[src/core/ocpwm_defines.svh]
// Constants for the output compare channel: modes, bit positions, resets.
`ifndef OCPWM_DEFINES_SVH
`define OCPWM_DEFINES_SVH

// ==========================================================================
// Mode codes of the compare mode field
// ==========================================================================
`define OCPWM_MODE_OFF 3'h0
`define OCPWM_MODE_SINGLE 3'h4
`define OCPWM_MODE_CONT 3'h5
`define OCPWM_MODE_PWM_NOFLT 3'h6
`define OCPWM_MODE_PWM_FLT 3'h7

// ==========================================================================
// Bit positions of the compare control register readback
// ==========================================================================
`define OCPWM_CTRL_MODE_MSB 2
`define OCPWM_CTRL_MODE_LSB 0
`define OCPWM_CTRL_TSEL_BIT 3
`define OCPWM_CTRL_FLT_BIT 4

// ==========================================================================
// Reset values
// ==========================================================================
`define OCPWM_CTRL_RST 16'h0000
`define OCPWM_CMP_RST 16'h0000
`define OCPWM_COUNT_RST 16'h0000
`define OCPWM_DUTY_ZERO 16'h0000

// ==========================================================================
// Time base prescale selects and their terminal counts
// ==========================================================================
`define OCPWM_PRE_SEL_1 2'h0
`define OCPWM_PRE_SEL_8 2'h1
`define OCPWM_PRE_SEL_64 2'h2
`define OCPWM_PRE_SEL_256 2'h3
`define OCPWM_PRE_LIM_1 8'h00
`define OCPWM_PRE_LIM_8 8'h07
`define OCPWM_PRE_LIM_64 8'h3F
`define OCPWM_PRE_LIM_256 8'hFF
`define OCPWM_PRE_RST 8'h00

`endif

[src/core/ocpwm_pkg.sv]
// Types shared by the output compare channel and its time bases.
package ocpwm_pkg;

  typedef logic [15:0] ocpwm_word_t;

  typedef enum logic [1:0] {
    ocpwm_idle,
    ocpwm_wait_rise,
    ocpwm_wait_fall,
    ocpwm_done
  } ocpwm_state_t;

endpackage

[src/core/ocpwm_time_base.sv]
// One 16-bit time base with prescaler and period wrap.
`timescale 1ns/10ps
`default_nettype none
`include "ocpwm_defines.svh"

module ocpwm_time_base
  import ocpwm_pkg::*;
(
  input wire logic core_clk_in,
  input wire logic rst_n_in,
  input wire logic run_in,
  input wire logic [1:0] prescale_in,
  input wire logic [15:0] period_in,
  output logic [15:0] count_out,
  output logic step_out,
  output logic wrap_out
);

  logic [7:0] pre_cnt_r;
  logic [7:0] pre_lim;
  logic tick;
  ocpwm_word_t count_r;
  logic step_r;
  logic wrap_r;

  // ========================================================================
  // Prescaler
  // ========================================================================
  always_comb begin
    unique case (prescale_in)
      `OCPWM_PRE_SEL_1: pre_lim = `OCPWM_PRE_LIM_1;
      `OCPWM_PRE_SEL_8: pre_lim = `OCPWM_PRE_LIM_8;
      `OCPWM_PRE_SEL_64: pre_lim = `OCPWM_PRE_LIM_64;
      `OCPWM_PRE_SEL_256: pre_lim = `OCPWM_PRE_LIM_256;
    endcase
  end

  assign tick = run_in && (pre_cnt_r >= pre_lim);

  always_ff @(posedge core_clk_in) begin
    if (!rst_n_in) begin
      pre_cnt_r <= `OCPWM_PRE_RST;
    end else if (!run_in || tick) begin
      pre_cnt_r <= `OCPWM_PRE_RST;
    end else begin
      pre_cnt_r <= pre_cnt_r + 8'h01;
    end
  end

  // ========================================================================
  // Counter
  // ========================================================================
  // A count equal to the period returns to zero, so N gives N+1 counts.
  always_ff @(posedge core_clk_in) begin
    if (!rst_n_in) begin
      count_r <= `OCPWM_COUNT_RST;
      step_r <= 1'b0;
      wrap_r <= 1'b0;
    end else begin
      step_r <= tick;
      wrap_r <= tick && (count_r == period_in);
      if (tick) begin
        if (count_r == period_in) begin
          count_r <= `OCPWM_COUNT_RST;
        end else begin
          count_r <= count_r + 16'h0001;
        end
      end
    end
  end

  assign count_out = count_r;
  assign step_out = step_r;
  assign wrap_out = wrap_r;

endmodule // ocpwm_time_base

`default_nettype wire

[src/core/ocpwm_output_compare.sv]
// Output compare channel: single pulse, continuous pulse and PWM modes.
//
// Functional notes
// - Writing mode 100 drives the pin low and arms one pulse.
// - In pulse modes the primary match drives the pin high.
// - Single mode: secondary match drives low; pin stays low afterwards.
// - Secondary match ending a pulse sets flag; request only when enabled.
// - Mode 101 starts low, then pulses every period, primary to secondary.
// - Timer count equal to period returns to zero and keeps counting.
// - Continuous mode sets the flag on every secondary match that ends a pulse.
// - Control bit 3 picks which of two timers feeds the compare.
// - In PWM the primary value is the duty; software writes ignored.
// - Secondary value loads into the duty only at period match.
// - Primary value at PWM enable sets the first period's duty.
// - Period N gives N+1 counts, each one prescaled instruction cycle.
// - PWM duty zero holds the pin low all period.
// - PWM duty above period holds the pin high continuously.
// - PWM duty equal to period gives exactly one low count.
// - Mode 111 is PWM with fault, 110 without, 000 disabled.
// - A fault in mode 111 sets a status bit only hardware clears.
`timescale 1ns/10ps
`default_nettype none
`include "ocpwm_defines.svh"

module ocpwm_output_compare
  import ocpwm_pkg::*;
(
  input wire logic core_clk_in,
  input wire logic rst_n_in,
  // Control register write.
  input wire logic ctrl_wr_in,
  input wire logic [2:0] compare_mode_field_in,
  input wire logic timer_source_select_in,
  // Compare value writes.
  input wire logic primary_wr_in,
  input wire logic [15:0] primary_data_in,
  input wire logic secondary_wr_in,
  input wire logic [15:0] secondary_data_in,
  // Time base A (select 0) and B (select 1).
  input wire logic timer_a_run_bit_in,
  input wire logic [1:0] timer_a_prescale_in,
  input wire logic [15:0] timer_a_period_in,
  input wire logic timer_b_run_bit_in,
  input wire logic [1:0] timer_b_prescale_in,
  input wire logic [15:0] timer_b_period_in,
  // Fault pin, active low, and interrupt controls.
  input wire logic pwm_fault_n_in,
  input wire logic compare_irq_enable_in,
  input wire logic compare_irq_flag_clr_in,
  output logic compare_output_pin_out,
  output logic compare_irq_flag_out,
  output logic compare_irq_req_out,
  output logic pwm_fault_status_out,
  output logic [15:0] compare_control_reg_out,
  output logic [15:0] primary_compare_value_out,
  output logic [15:0] secondary_compare_value_out,
  output logic [15:0] timer_a_count_out,
  output logic [15:0] timer_b_count_out
);

  logic [2:0] mode_r;
  logic [2:0] mode_nxt;
  logic tsel_r;
  logic tsel_nxt;
  ocpwm_state_t state_r;
  ocpwm_word_t primary_r;
  ocpwm_word_t secondary_r;
  logic pin_r;
  logic flag_r;
  logic flag_nxt;
  logic irq_req_r;
  logic fault_r;
  logic fault_nxt;
  logic [15:0] ctrl_rd_r;
  logic [15:0] a_count;
  logic [15:0] b_count;
  logic a_step;
  logic b_step;
  logic a_wrap;
  logic b_wrap;
  ocpwm_word_t sel_count;
  logic sel_step;
  logic sel_wrap;
  logic pulse_mode;
  logic pwm_mode;
  logic pri_hit;
  logic sec_hit;
  logic fault_hit;
  logic fall_event;

  // ========================================================================
  // Time bases
  // ========================================================================
  ocpwm_time_base u_time_base_a (
    .core_clk_in(core_clk_in),
    .rst_n_in(rst_n_in),
    .run_in(timer_a_run_bit_in),
    .prescale_in(timer_a_prescale_in),
    .period_in(timer_a_period_in),
    .count_out(a_count),
    .step_out(a_step),
    .wrap_out(a_wrap)
  );

  ocpwm_time_base u_time_base_b (
    .core_clk_in(core_clk_in),
    .rst_n_in(rst_n_in),
    .run_in(timer_b_run_bit_in),
    .prescale_in(timer_b_prescale_in),
    .period_in(timer_b_period_in),
    .count_out(b_count),
    .step_out(b_step),
    .wrap_out(b_wrap)
  );

  assign timer_a_count_out = a_count;
  assign timer_b_count_out = b_count;

  // ========================================================================
  // Timer selection and match detection
  // ========================================================================
  always_comb begin
    if (tsel_r) begin
      sel_count = b_count;
      sel_step = b_step;
      sel_wrap = b_wrap;
    end else begin
      sel_count = a_count;
      sel_step = a_step;
      sel_wrap = a_wrap;
    end
  end

  // Values the control fields take at this edge, for readback and fault.
  assign mode_nxt = ctrl_wr_in ? compare_mode_field_in : mode_r;
  assign tsel_nxt = ctrl_wr_in ? timer_source_select_in : tsel_r;

  assign pulse_mode = (mode_r == `OCPWM_MODE_SINGLE) ||
                      (mode_r == `OCPWM_MODE_CONT);
  assign pwm_mode = (mode_r == `OCPWM_MODE_PWM_NOFLT) ||
                    (mode_r == `OCPWM_MODE_PWM_FLT);

  // Matches count only on the cycle the selected count has just moved.
  assign pri_hit = sel_step && (sel_count == primary_r);
  assign sec_hit = sel_step && (sel_count == secondary_r);
  assign fault_hit = (mode_r == `OCPWM_MODE_PWM_FLT) && !pwm_fault_n_in;
  assign fall_event = pulse_mode && !ctrl_wr_in &&
                      (state_r == ocpwm_wait_fall) && sec_hit;

  // ========================================================================
  // Control register
  // ========================================================================
  always_ff @(posedge core_clk_in) begin
    if (!rst_n_in) begin
      mode_r <= `OCPWM_MODE_OFF;
      tsel_r <= 1'b0;
    end else if (ctrl_wr_in) begin
      mode_r <= compare_mode_field_in;
      tsel_r <= timer_source_select_in;
    end
  end

  // ========================================================================
  // Pulse sequencer
  // ========================================================================
  always_ff @(posedge core_clk_in) begin
    if (!rst_n_in) begin
      state_r <= ocpwm_idle;
    end else if (ctrl_wr_in) begin
      if ((compare_mode_field_in == `OCPWM_MODE_SINGLE) ||
          (compare_mode_field_in == `OCPWM_MODE_CONT)) begin
        state_r <= ocpwm_wait_rise;
      end else begin
        state_r <= ocpwm_idle;
      end
    end else if (!pulse_mode) begin
      state_r <= ocpwm_idle;
    end else begin
      unique case (state_r)
        ocpwm_wait_rise: begin
          if (pri_hit) begin
            state_r <= ocpwm_wait_fall;
          end
        end
        ocpwm_wait_fall: begin
          if (sec_hit) begin
            if (mode_r == `OCPWM_MODE_SINGLE) begin
              state_r <= ocpwm_done;
            end else begin
              state_r <= ocpwm_wait_rise;
            end
          end
        end
        ocpwm_idle: state_r <= ocpwm_idle;
        ocpwm_done: state_r <= ocpwm_done;
      endcase
    end
  end

  // ========================================================================
  // Output pin
  // ========================================================================
  always_ff @(posedge core_clk_in) begin
    if (!rst_n_in) begin
      pin_r <= 1'b0;
    end else if (ctrl_wr_in) begin
      if ((compare_mode_field_in == `OCPWM_MODE_PWM_NOFLT) ||
          (compare_mode_field_in == `OCPWM_MODE_PWM_FLT)) begin
        pin_r <= (primary_r != `OCPWM_DUTY_ZERO);
      end else begin
        pin_r <= 1'b0;
      end
    end else if (pulse_mode) begin
      if ((state_r == ocpwm_wait_rise) && pri_hit) begin
        pin_r <= 1'b1;
      end else if ((state_r == ocpwm_wait_fall) && sec_hit) begin
        pin_r <= 1'b0;
      end
    end else if (pwm_mode) begin
      if (fault_hit || fault_r) begin
        pin_r <= 1'b0;
      end else if (sel_wrap) begin
        // New period starts with the duty just loaded from the buffer.
        pin_r <= (secondary_r != `OCPWM_DUTY_ZERO);
      end else if (pri_hit) begin
        pin_r <= 1'b0;
      end
    end else begin
      pin_r <= 1'b0;
    end
  end

  // ========================================================================
  // Compare values
  // ========================================================================
  always_ff @(posedge core_clk_in) begin
    if (!rst_n_in) begin
      primary_r <= `OCPWM_CMP_RST;
    end else if (pwm_mode) begin
      if (sel_wrap) begin
        primary_r <= secondary_r;
      end
    end else if (primary_wr_in) begin
      primary_r <= primary_data_in;
    end
  end

  always_ff @(posedge core_clk_in) begin
    if (!rst_n_in) begin
      secondary_r <= `OCPWM_CMP_RST;
    end else if (secondary_wr_in) begin
      secondary_r <= secondary_data_in;
    end
  end

  // ========================================================================
  // Fault status
  // ========================================================================
  // Cleared only by hardware: at a period match with the fault gone,
  // or when the channel leaves the fault-enabled mode.
  always_comb begin
    fault_nxt = fault_r;
    if ((mode_nxt != `OCPWM_MODE_PWM_FLT) ||
        (sel_wrap && pwm_fault_n_in)) begin
      fault_nxt = 1'b0;
    end
    if (fault_hit && (mode_nxt == `OCPWM_MODE_PWM_FLT)) begin
      fault_nxt = 1'b1;
    end
  end

  always_ff @(posedge core_clk_in) begin
    if (!rst_n_in) begin
      fault_r <= 1'b0;
    end else begin
      fault_r <= fault_nxt;
    end
  end

  // ========================================================================
  // Interrupt flag and request
  // ========================================================================
  always_comb begin
    flag_nxt = flag_r;
    if (compare_irq_flag_clr_in) begin
      flag_nxt = 1'b0;
    end
    if (fall_event || (fault_hit && !fault_r)) begin
      flag_nxt = 1'b1;
    end
  end

  always_ff @(posedge core_clk_in) begin
    if (!rst_n_in) begin
      flag_r <= 1'b0;
      irq_req_r <= 1'b0;
    end else begin
      flag_r <= flag_nxt;
      irq_req_r <= flag_nxt && compare_irq_enable_in;
    end
  end

  // ========================================================================
  // Control readback
  // ========================================================================
  always_ff @(posedge core_clk_in) begin
    if (!rst_n_in) begin
      ctrl_rd_r <= `OCPWM_CTRL_RST;
    end else begin
      ctrl_rd_r <= `OCPWM_CTRL_RST;
      ctrl_rd_r[`OCPWM_CTRL_MODE_MSB:`OCPWM_CTRL_MODE_LSB] <= mode_nxt;
      ctrl_rd_r[`OCPWM_CTRL_TSEL_BIT] <= tsel_nxt;
      ctrl_rd_r[`OCPWM_CTRL_FLT_BIT] <= fault_nxt;
    end
  end

  assign compare_output_pin_out = pin_r;
  assign compare_irq_flag_out = flag_r;
  assign compare_irq_req_out = irq_req_r;
  assign pwm_fault_status_out = fault_r;
  assign compare_control_reg_out = ctrl_rd_r;
  assign primary_compare_value_out = primary_r;
  assign secondary_compare_value_out = secondary_r;

endmodule // ocpwm_output_compare

`default_nettype wire

[config.mk]
export PLATFORM = sky130hd
export DESIGN_NAME = ocpwm_output_compare
export DESIGN_NICKNAME = d
export VERILOG_FILES = /design/src/core/ocpwm_pkg.sv /design/src/core/ocpwm_time_base.sv /design/src/core/ocpwm_output_compare.sv
export VERILOG_INCLUDE_DIRS = /design/src /design/src/core
export SDC_FILE = /design/constraint.sdc
export NUM_CORES = 1
export LEC_CHECK = 0
export BUFFER_PORTS_ARGS = -buffer_cell sky130_fd_sc_hd__buf_2
export CAP_MARGIN = 0
export CORE_MARGIN = 1
export CORE_UTILIZATION = 47
export CTS_CLUSTER_DIAMETER = 80
export DETAILED_ROUTE_END_ITERATION = 12
export PLACE_DENSITY = 0.75
export RECOVER_POWER = 100
export SYNTH_ARGS = -nofsm -noshare
export SYNTH_HDL_FRONTEND = slang
export SYNTH_SLANG_ARGS = --single-unit
[constraint.sdc]
create_clock -name core_clk_in -period 2.4 [get_ports core_clk_in]
set_input_delay 0.12 -clock core_clk_in [delete_from_list [all_inputs] [get_ports core_clk_in]]
set_output_delay 0.12 -clock core_clk_in [all_outputs]
set_load 0.05 [all_outputs]
==> results.py, run 1 <==
metrics = {
    "sta": {
        "tightest_slew_ps": 1370,
        "setup_tns_ps": 0,
        "fin_crit_sh": 0.972,
        "fin_skew_ps": 7.63,
        "slew_headroom": 0.0848,
        "layout_min_cycle_time_ps": 2330,
        "final_max_slew_viol_count": 0,
        "max_freq_ghz": 0.429,
        "setup_violations": 0,
        "finalHoldViolCount": 0,
    },
    "die": {
        "rows": 39,
        "die-area_um2": 12300,
        "dieHeight_um": 111,
        "initial_core_util": 0.485,
        "ios": 166,
        "core_region_area_um2": 11500,
        "die_w_um": 111,
    },
    "cells_and_area": {
        "final_common_cell": "dfxtp_1",
        "final_nets": 910,
        "n_antenna_cell": 0,
        "drive_gt1_frac": 0.205,
        "fin_util": 0.597,
        "fillers": 1047,
        "area_delta_synth_final_pct": 23.2,
        "layout_common_cells": "94 x dfxtp_1, 81 x buf_2, 76 x clkbuf_1",
    },
    "synthesis": {
        "yosysTopAreaCell": "dfxtp_1",
        "avgSynthCellArea_um2": 8.71,
        "synth_cell_type_count": 58,
        "ys_top_cells_by_area": "dfxtp_1 34%, xnor2_1 8.4%, mux2i_1 5.2%",
        "synthAdderAreaFrac": 0.0450,
        "synthXorXnorAreaFrac": 0.135,
        "synthFlopType": "dfxtp_1",
        "synthArstFlopShare": 0,
        "synth_top_area_share": 0.339,
        "synth-simple-area-share": 0.219,
        "synth_seq_cells": 94,
        "synth_compound_area_frac": 0.132,
        "synth-edff-count": 0,
        "synthMuxAreaShare": 0.0731,
        "syn_area_um2": 5560,
        "synth_top_family_by_area": "simple AND/OR/NAND/NOR gates",
        "ys_seq_area_frac": 0.339,
        "syn-instance-count": 638,
        "synth_warnings": 0,
    },
    "min_path": {
        "holdCritPathClass": "input port to flip-flop",
        "min_from": "secondary_data_in[12]",
        "hold_depth": 3,
        "holdPathEnd": "secondary_compare_value_out[12]",
    },
    "power": {
        "combPwrFrac": 0.164,
        "pwr-share-seq": 0.462,
        "power_leakage_nw": 2.72,
        "power_mw": 3.62,
        "p_int_mw": 2.58,
        "p_sw_mw": 1.04,
        "clockPowerShare": 0.374,
        "ir_drop_mv": 0.400,
        "swShare": 0.288,
        "powerDensity_nw_per_um2": 529,
    },
    "global_routing": {
        "grt_pass1_vias": 5376,
        "overflow": 0,
        "antenna_found_initial": 0,
        "grt_max_degree": 33,
        "grt.total_usage": 0.265,
        "grt_first_pass_wirelength_um": 26400,
    },
    "clock_network": {
        "clk_pin_slew_ps": 60,
        "h-tree-depth": 3,
        "cts_buffers": 9,
        "cts-root-buf": "clkbuf_16",
        "cts_tree": "yes",
        "clock_sinks": 94,
        "cts_buffer_depth": 2,
        "clock_latency_ps": 340,
    },
    "route": {
        "post_drt_wl_per_cell_um": 16.9,
        "routed_wl_um": 16200,
        "drc": 0,
        "drtAntennaViolNets": 0,
        "vias": 5478,
        "dr.pass1.iters": 5,
        "vias_per_cell": 5.74,
        "drt_iter0_markers": 335,
    },
    "critical_path": {
        "end_kind": "flip-flop",
        "r2r_end": "state_r[0]",
        "worst-setup-path-type": "flip-flop to flip-flop",
        "worstPathMaxFanout": 6,
        "rrSetupSlack_ps": 70,
        "r2r_start": "compare_control_reg_out[3]",
        "cp.required_ps": 2610,
        "crit_arrival_ps": 2540,
        "reg2regPathDepth": 10,
        "critPathLaunchType": "flip-flop",
    },
    "placed_design": {
        "dp_hpwl_um": 12600,
        "gp_congestion": 0.931,
        "io_buffers": 154,
    },
    "status": {
        "outcome": "complete, no violations",
    },
    "job": {
        "max-cap-violations": 0,
    },
}
worst max-delay path by stage:
stage	startpoint	to	slack, ps	depth (start not counted)
after floorplan	u_time_base_a.count_out[3]	u_time_base_a.count_out[15]	50	8
after global placement	timer_b_prescale_in[0]	u_time_base_b.count_out[15]	-110	10
after detailed placement	timer_b_prescale_in[0]	u_time_base_b.count_out[7]	-210	10
after CTS	u_time_base_a.pre_cnt_r[0]	u_time_base_a.wrap_out	30	10
after global routing	compare_control_reg_out[3]	compare_output_pin_out	-40	8
final	compare_control_reg_out[3]	state_r[0]	70	10
routing by layer:
layer	part of all wire	track usage
met1	0.42	0.323
met2	0.50	0.470
met3	0.047	0.0405
met4	0.027	0.0942
met5	0	0
what timing repair did:
| item | in CTS | in global routing |
|---|---|---|
| hold buffers | 1 | 0 |
| resized for setup | 2 | 18 |
| setup endpoints to repair | 31 | 36 |
| buffers inserted | 0 | 1 |
| endpoints found under the hold margin | 1 | 0 |
| pin swaps | 0 | 3 |
power by group through the flow:
stage / clock, mW / sequential [mW] / combinational [mW]
6_report: 1.35 / 1.67 / 0.595
2_1_floorplan: 0 / 1.83 / 0.301
4_1_cts: 1.37 / 1.67 / 0.599
3_5_place_dp: 0 / 1.71 / 0.594
3_3_place_gp: 0 / 1.71 / 0.577
5_1_grt: 1.44 / 1.68 / 0.642
kinds of logic (layout without fill, tap and decap cells):
| kind of cell | Yosys count | count (layout) |
|---|---|---|
| muxes | 37 | 37 |
| buffers and inverters | 59 | 222 |
| adders and majority gates | 20 | 20 |
| xor gates and xnor gates | 86 | 86 |
| other | 1 | 11 |
| and+or+nand+nor | 235 | 235 |
| DFF | 94 | 94 |
| AOI/OAI and AO/OA | 106 | 106 |
critical path, stage by stage (launching register included):
cell and delay, ps:
dfxtp_1 450, buf_4 240, mux2i_2 300, buf_4 170, xnor2_1 60, nor4_1 350, nand4_1 130, buf_4 180
a21oi_2 130, o32a_1 150, a211oi_1 50
Yosys cell counts, types with 4 or more instances:
| cell | number |
|---|---|
| o21ai_0 | 25 |
| or4_1 | 10 |
| or3_1 | 11 |
| nand2_1 | 38 |
| dfxtp_1 | 94 |
| ha_1 | 20 |
| a21o_1 | 4 |
| nor3_1 | 5 |
| nand3_1 | 35 |
| buf_4 | 15 |
| clkbuf_1 | 20 |
| nor2_1 | 64 |
| mux2i_1 | 29 |
| inv_1 | 13 |
| o31ai_1 | 10 |
| xnor2_1 | 53 |
| mux2i_2 | 6 |
| a21oi_1 | 30 |
| a32oi_1 | 4 |
| nand4_1 | 16 |
| nor4_1 | 21 |
| xor2_1 | 33 |
| and3_1 | 10 |
| a311oi_1 | 16 |
| nand2b_1 | 8 |
| buf_1 | 4 |
stage by stage:
stage	setup WS (ps)	hold WS (ps)	instances	instance area (um2)
5_1_grt	-37.4	16.8	954	6850
3_3_place_gp	-110	330	938	6580
6_report	67.6	15.5	954	6850
4_1_cts	28.6	10.0	953	6870
2_1_floorplan	49.2	236	648	5600
3_5_place_dp	-207	330	938	6580
layout make-up:
type                            instances  area (um2)  share of cell area
Clock buffer                           13         270              0.0395
Clock inverter                          1        5.00            0.000731
Inverter                               14        52.6             0.00767
Multi-Input combinational cell        495        3480               0.508
Sequential cell                        94        1880               0.275
Tap cell                              143         179              0.0261
Timing Repair Buffer                  194         980               0.143
sequential cells by signal, indices dropped and copies added (netlist names), 2 cells and up:
register,cells
state_r,2
primary_compare_value_out,16
u_time_base_a.pre_cnt_r,8
secondary_compare_value_out,16
u_time_base_b.count_out,16
mode_r,2
u_time_base_a.count_out,16
compare_control_reg_out,2
u_time_base_b.pre_cnt_r,8
Power figures use the tool's default switching activity.
==> run 2, diff against run 1 <==
--- a/config.mk
+++ b/config.mk
@@ -6,13 +6,13 @@
 export SDC_FILE = /design/constraint.sdc
 export NUM_CORES = 1
 export LEC_CHECK = 0
-export BUFFER_PORTS_ARGS = -buffer_cell sky130_fd_sc_hd__buf_2
+export BUFFER_PORTS_ARGS = -buffer_cell sky130_fd_sc_hd__buf_4
 export CAP_MARGIN = 0
 export CORE_MARGIN = 1
-export CORE_UTILIZATION = 47
+export CORE_UTILIZATION = 52
 export CTS_CLUSTER_DIAMETER = 80
 export DETAILED_ROUTE_END_ITERATION = 12
-export PLACE_DENSITY = 0.75
+export PLACE_DENSITY = 0.78
 export RECOVER_POWER = 100
 export SYNTH_ARGS = -nofsm -noshare
 export SYNTH_HDL_FRONTEND = slang
==> constraint.sdc (replaced) <==
create_clock -name core_clk_in -period 2.58 [get_ports core_clk_in]
set_input_delay 0.129 -clock core_clk_in [delete_from_list [all_inputs] [get_ports core_clk_in]]
set_output_delay 0.129 -clock core_clk_in [all_outputs]
set_load 0.05 [all_outputs]
==> results.py, run 2 (synthesized netlist as in run 1, its figures left out) <==
metrics = {
    "status": {
        "outcome": "complete, no violations",
    },
    "min_path": {
        "holdCritPathClass": "input port to flip-flop",
    },
    "clock_network": {
        "h-tree-depth": 3,
        "clock_sinks": 94,
        "cts-root-buf": "clkbuf_8",
        "cts_buffers": 9,
        "clock_latency_ps": 380,
        "clk_pin_slew_ps": 110,
        "cts_buffer_depth": 2,
        "cts_tree": "yes",
    },
    "power": {
        "power_leakage_nw": 2.72,
        "p_int_mw": 2.19,
        "p_sw_mw": 1.03,
        "swShare": 0.319,
        "powerDensity_nw_per_um2": 465,
        "clockPowerShare": 0.332,
        "power_mw": 3.22,
        "ir_drop_mv": 0.292,
        "combPwrFrac": 0.185,
        "pwr-share-seq": 0.484,
    },
    "sta": {
        "layout_min_cycle_time_ps": 2440,
        "setup_slack_ps": 139,
        "max_freq_ghz": 0.410,
        "setup_violations": 0,
        "fin_skew_ps": 11.5,
        "tightest_slew_ps": 1390,
        "final_max_slew_viol_count": 0,
        "finalHoldViolCount": 0,
        "hold_ws_ps": 3.34,
        "slew_headroom": 0.0751,
        "fin_crit_sh": 0.946,
        "grt_setup_unrepaired": "no",
    },
    "cells_and_area": {
        "area_delta_synth_final_pct": 24.6,
        "drive_gt1_frac": 0.168,
        "final_nets": 908,
        "design_area_um2": 6930,
        "fillers": 927,
        "final_common_cell": "buf_4",
        "n_antenna_cell": 0,
        "layout_common_cells": "98 x buf_4, 94 x dfxtp_1, 76 x clkbuf_1",
    },
    "route": {
        "drt_iter0_markers": 443,
        "vias": 5491,
        "routed_wl_um": 16400,
        "drtAntennaViolNets": 0,
        "post_drt_wl_per_cell_um": 17.3,
        "dr.pass1.iters": 4,
        "drc": 0,
        "vias_per_cell": 5.80,
    },
    "placed_design": {
        "placed_area_um2": 6840,
        "io_buffers": 154,
        "place_ws_ps": -89.2,
        "gp_congestion": 0.909,
        "dp_hpwl_um": 12300,
    },
    "global_routing": {
        "grt_pass1_vias": 5332,
        "grt.total_usage": 0.295,
        "grt_max_degree": 33,
        "grt_first_pass_wirelength_um": 26200,
        "overflow": 0,
        "antenna_found_initial": 0,
    },
    "critical_path": {
        "crit_arrival_ps": 2740,
        "max_stage_delay_ps": 480,
        "crit_chain": "inv_1 -> ha_1 -> nand2b_1 -> a21o_1 -> a21oi_1 -> o21ai_1 -> a2111o_1 -> a41o_2 -> a21oi_1",
        "slowest_stage": "a2111o_1",
        "end_kind": "flip-flop",
        "cp.required_ps": 2880,
        "critPathLaunchType": "flip-flop",
        "worst-setup-path-type": "flip-flop to flip-flop",
        "crit_path_frequent_cell": "a21oi_1",
        "worstPathMaxFanout": 16,
    },
    "die": {
        "core_region_area_um2": 10300,
        "dieHeight_um": 105,
        "die-area_um2": 11100,
        "ios": 166,
        "rows": 37,
        "die_w_um": 105,
        "initial_core_util": 0.538,
    },
    "job": {
        "max-cap-violations": 0,
    },
}
run 2: repair_timing:
action                                  CTS  global route
endpoints found under the hold margin    16             0
gates resized for setup                   0             2
buffers inserted                          0             0
hold buffers                             16             0
endpoints found under the setup margin    0            29
run 2: routing by layer:
| metal | share of wire | routed length, um | track usage | vias to the layer above |
|---|---|---|---|---|
| met1 | 0.42 | 6830 | 0.367 | 2618 |
| met5 | 0 | 0 | 0 | - |
| li1 | - | - | - | 2624 |
| met4 | 0.028 | 461 | 0.137 | 0 |
| met2 | 0.50 | 8270 | 0.506 | 209 |
| met3 | 0.052 | 861 | 0.0371 | 40 |
run 2: layout make-up:
cell class                 instances  area [um2]  share of cell area
inverter                          14        52.6             0.00759
sequential                        94        1880               0.272
multi-input combinational        495        3410               0.492
tap                              136         170              0.0246
timing repair buffer             192        1210               0.174
clock inverter                     7        87.6              0.0126
clock buffer                       9         124              0.0179
run 2: power groups by stage:
stage	Sequential (mW)	Combinational (mW)	Clock, mW
3_3_place_gp	1.59	0.592	0
3_5_place_dp	1.59	0.603	0
2_1_floorplan	1.70	0.280	0
5_1_grt	1.56	0.636	1.14
4_1_cts	1.56	0.625	1.08
6_report	1.56	0.596	1.07
run 2: path summary, 6_finish.rpt:
kind,start,slack [ps],to,depth (start not counted)
setup / recovery,u_time_base_a.pre_cnt_r[0],140,u_time_base_a.count_out[11],9
hold / removal,secondary_data_in[1],3,secondary_compare_value_out[1],3
setup reg to reg,u_time_base_a.pre_cnt_r[0],140,u_time_base_a.count_out[11],9
hold reg to reg,state_r[0],520,state_r[1],2
run 2: worst max-delay path: cells and delay by family, from the launching register on:
kind | cells | cell delay [ps]
AO/OA/AOI/OAI | 6 | 1560
adder cells (fa/ha/maj) | 1 | 280
buffers and inverters | 1 | 50
flip-flops | 1 | 350
AND/OR/NAND/NOR | 1 | 140
run 2: per-stage QoR:
step	setup TNS [ps]	utilization	cells
after floorplan	0	-	648
final	0	0.671	947
after CTS	0	0.699	947
after global routing	0	0.671	947
after global placement	0	0.663	915
after detailed placement	-1720	0.663	915
==> run 3, diff against run 2 <==
--- a/config.mk
+++ b/config.mk
@@ -6,13 +6,14 @@
 export SDC_FILE = /design/constraint.sdc
 export NUM_CORES = 1
 export LEC_CHECK = 0
-export BUFFER_PORTS_ARGS = -buffer_cell sky130_fd_sc_hd__buf_4
 export CAP_MARGIN = 0
 export CORE_MARGIN = 1
-export CORE_UTILIZATION = 52
+export CORE_UTILIZATION = 55
 export CTS_CLUSTER_DIAMETER = 80
 export DETAILED_ROUTE_END_ITERATION = 12
-export PLACE_DENSITY = 0.78
+export DONT_BUFFER_PORTS = 1
+export GPL_TIMING_DRIVEN = 0
+export PLACE_DENSITY = 0.68
 export RECOVER_POWER = 100
 export SYNTH_ARGS = -nofsm -noshare
 export SYNTH_HDL_FRONTEND = slang
==> results.py, run 3 (synthesized netlist as in run 1, its figures left out) <==
metrics = {
    "status": {
        "outcome": "complete, no violations",
    },
    "die": {
        "ios": 166,
        "initial_core_util": 0.569,
        "die_w_um": 103,
        "dieHeight_um": 103,
        "core_region_area_um2": 9770,
        "rows": 36,
        "die-area_um2": 10500,
    },
    "global_routing": {
        "grt_max_degree": 20,
        "grt_pass1_vias": 4789,
        "overflow": 0,
        "grt_first_pass_wirelength_um": 24100,
        "grt.total_usage": 0.299,
        "antenna_found_initial": 0,
    },
    "sta": {
        "finalHoldViolCount": 0,
        "tightest_slew_ps": 820,
        "fin_crit_sh": 0.966,
        "final_max_slew_viol_count": 0,
        "grt_setup_unrepaired": "no",
        "setup_violations": 0,
        "max_freq_ghz": 0.401,
        "slew_headroom": 0.453,
        "setup_tns_ps": 0,
        "layout_min_cycle_time_ps": 2490,
        "fin_skew_ps": 13.8,
    },
    "clock_network": {
        "cts_tree": "yes",
        "cts-root-buf": "clkbuf_8",
        "clock_sinks": 94,
        "cts_buffer_depth": 2,
        "h-tree-depth": 3,
        "clk_pin_slew_ps": 110,
        "clock_latency_ps": 370,
        "cts_buffers": 9,
    },
    "route": {
        "drt_iter0_markers": 250,
        "drc": 0,
        "routed_wl_um": 15800,
        "vias_per_cell": 5.99,
        "drtAntennaViolNets": 0,
        "vias": 5028,
        "post_drt_wl_per_cell_um": 18.9,
        "dr.pass1.iters": 5,
    },
    "critical_path": {
        "worstPathMaxFanout": 7,
        "cp.required_ps": 2840,
        "startpoint": "u_time_base_a.count_out[12]",
        "crit_path_end": "compare_output_pin_out",
        "reg2regPathDepth": 7,
        "r2r_start": "u_time_base_a.count_out[12]",
        "crit_arrival_ps": 2760,
        "rrSetupSlack_ps": 90,
        "critPathLaunchType": "flip-flop",
        "end_kind": "flip-flop",
        "worst-setup-path-type": "flip-flop to flip-flop",
        "r2r_end": "compare_output_pin_out",
    },
    "cells_and_area": {
        "final_common_cell": "dfxtp_1",
        "seq_area_um2": 1910,
        "area_delta_synth_final_pct": 16.2,
        "fillers": 861,
        "drive_gt1_frac": 0.132,
        "final_nets": 803,
        "fin_util": 0.661,
        "layout_common_cells": "72 x dfxtp_1, 64 x nor2_1, 53 x xnor2_1",
        "n_antenna_cell": 0,
        "multi_input_area_um2": 3450,
    },
    "min_path": {
        "holdCritPathClass": "input port to flip-flop",
        "hold_depth": 2,
    },
    "placed_design": {
        "io_buffers": 0,
        "dp_hpwl_um": 11700,
        "gp_congestion": 0.933,
    },
    "job": {
        "max-cap-violations": 0,
    },
    "power": {
        "ir_drop_mv": 0.297,
        "power_mw": 3.07,
        "powerDensity_nw_per_um2": 476,
        "power_leakage_nw": 2.43,
    },
}
-- run 3: stage by stage --
stage	hold slack (ps)	area, um2	instances	setup slack, ps
floorplan	245	5600	648	229
global placement	252	5760	781	-359
detailed placement	254	5760	781	-345
CTS	12.8	6390	838	0.190
global route	18.7	6460	839	7.77
finish	10.1	6460	839	87.5
-- run 3: worst max-delay path, cell delays in order, from the launching register on --
cell and delay (ps):
dfxtp_1 820, mux2i_2 280, xnor2_1 220, nor4_2 290
nand4_1 230, o21ai_0 270, and3_1 210, nor3_2 50
-- run 3: worst min path at each step --
stage                            startpoint                   end  slack, ps
floorplan                          rst_n_in            state_r[1]        250
CTS                 compare_irq_flag_clr_in  compare_irq_flag_out         10
global route        compare_irq_flag_clr_in  compare_irq_flag_out         20
detailed placement                 rst_n_in            state_r[1]        250
global placement                   rst_n_in            state_r[1]        250
finish              compare_irq_flag_clr_in  compare_irq_flag_out         10
-- run 3: metal layers --
| layer | global-route usage | vias to the layer above | share of wire |
|---|---|---|---|
| met4 | 0.116 | 0 | 0.022 |
| met3 | 0.0698 | 27 | 0.087 |
| met5 | 0 | - | 0 |
| met2 | 0.516 | 207 | 0.50 |
| met1 | 0.358 | 2385 | 0.39 |
| li1 | - | 2409 | - |
-- run 3: where the power goes --
part | total [mW] | switching, mW | internal, mW
sequential | 1.69 | 0.204 | 1.49
clock | 0.987 | 0.604 | 0.383
combinational | 0.391 | 0.210 | 0.182
-- run 3: layout make-up --
cell class / count / area share
clock inverters: 7 / 0.0110
flip-flops and latches: 94 / 0.296
plain buffers: 45 / 0.0416
well taps: 133 / 0.0258
inverters: 14 / 0.00813
repair buffers: 42 / 0.0643
multi-input cells: 495 / 0.534
clock buffers: 9 / 0.0192
-- run 3: repair_timing --
action | in CTS | in global routing
pin swaps | 2 | 3
buffers inserted | 1 | 1
gates resized for setup | 12 | 42
endpoints found under the hold margin | 47 | 0
setup endpoints to repair | 27 | 61
hold buffers | 40 | 0
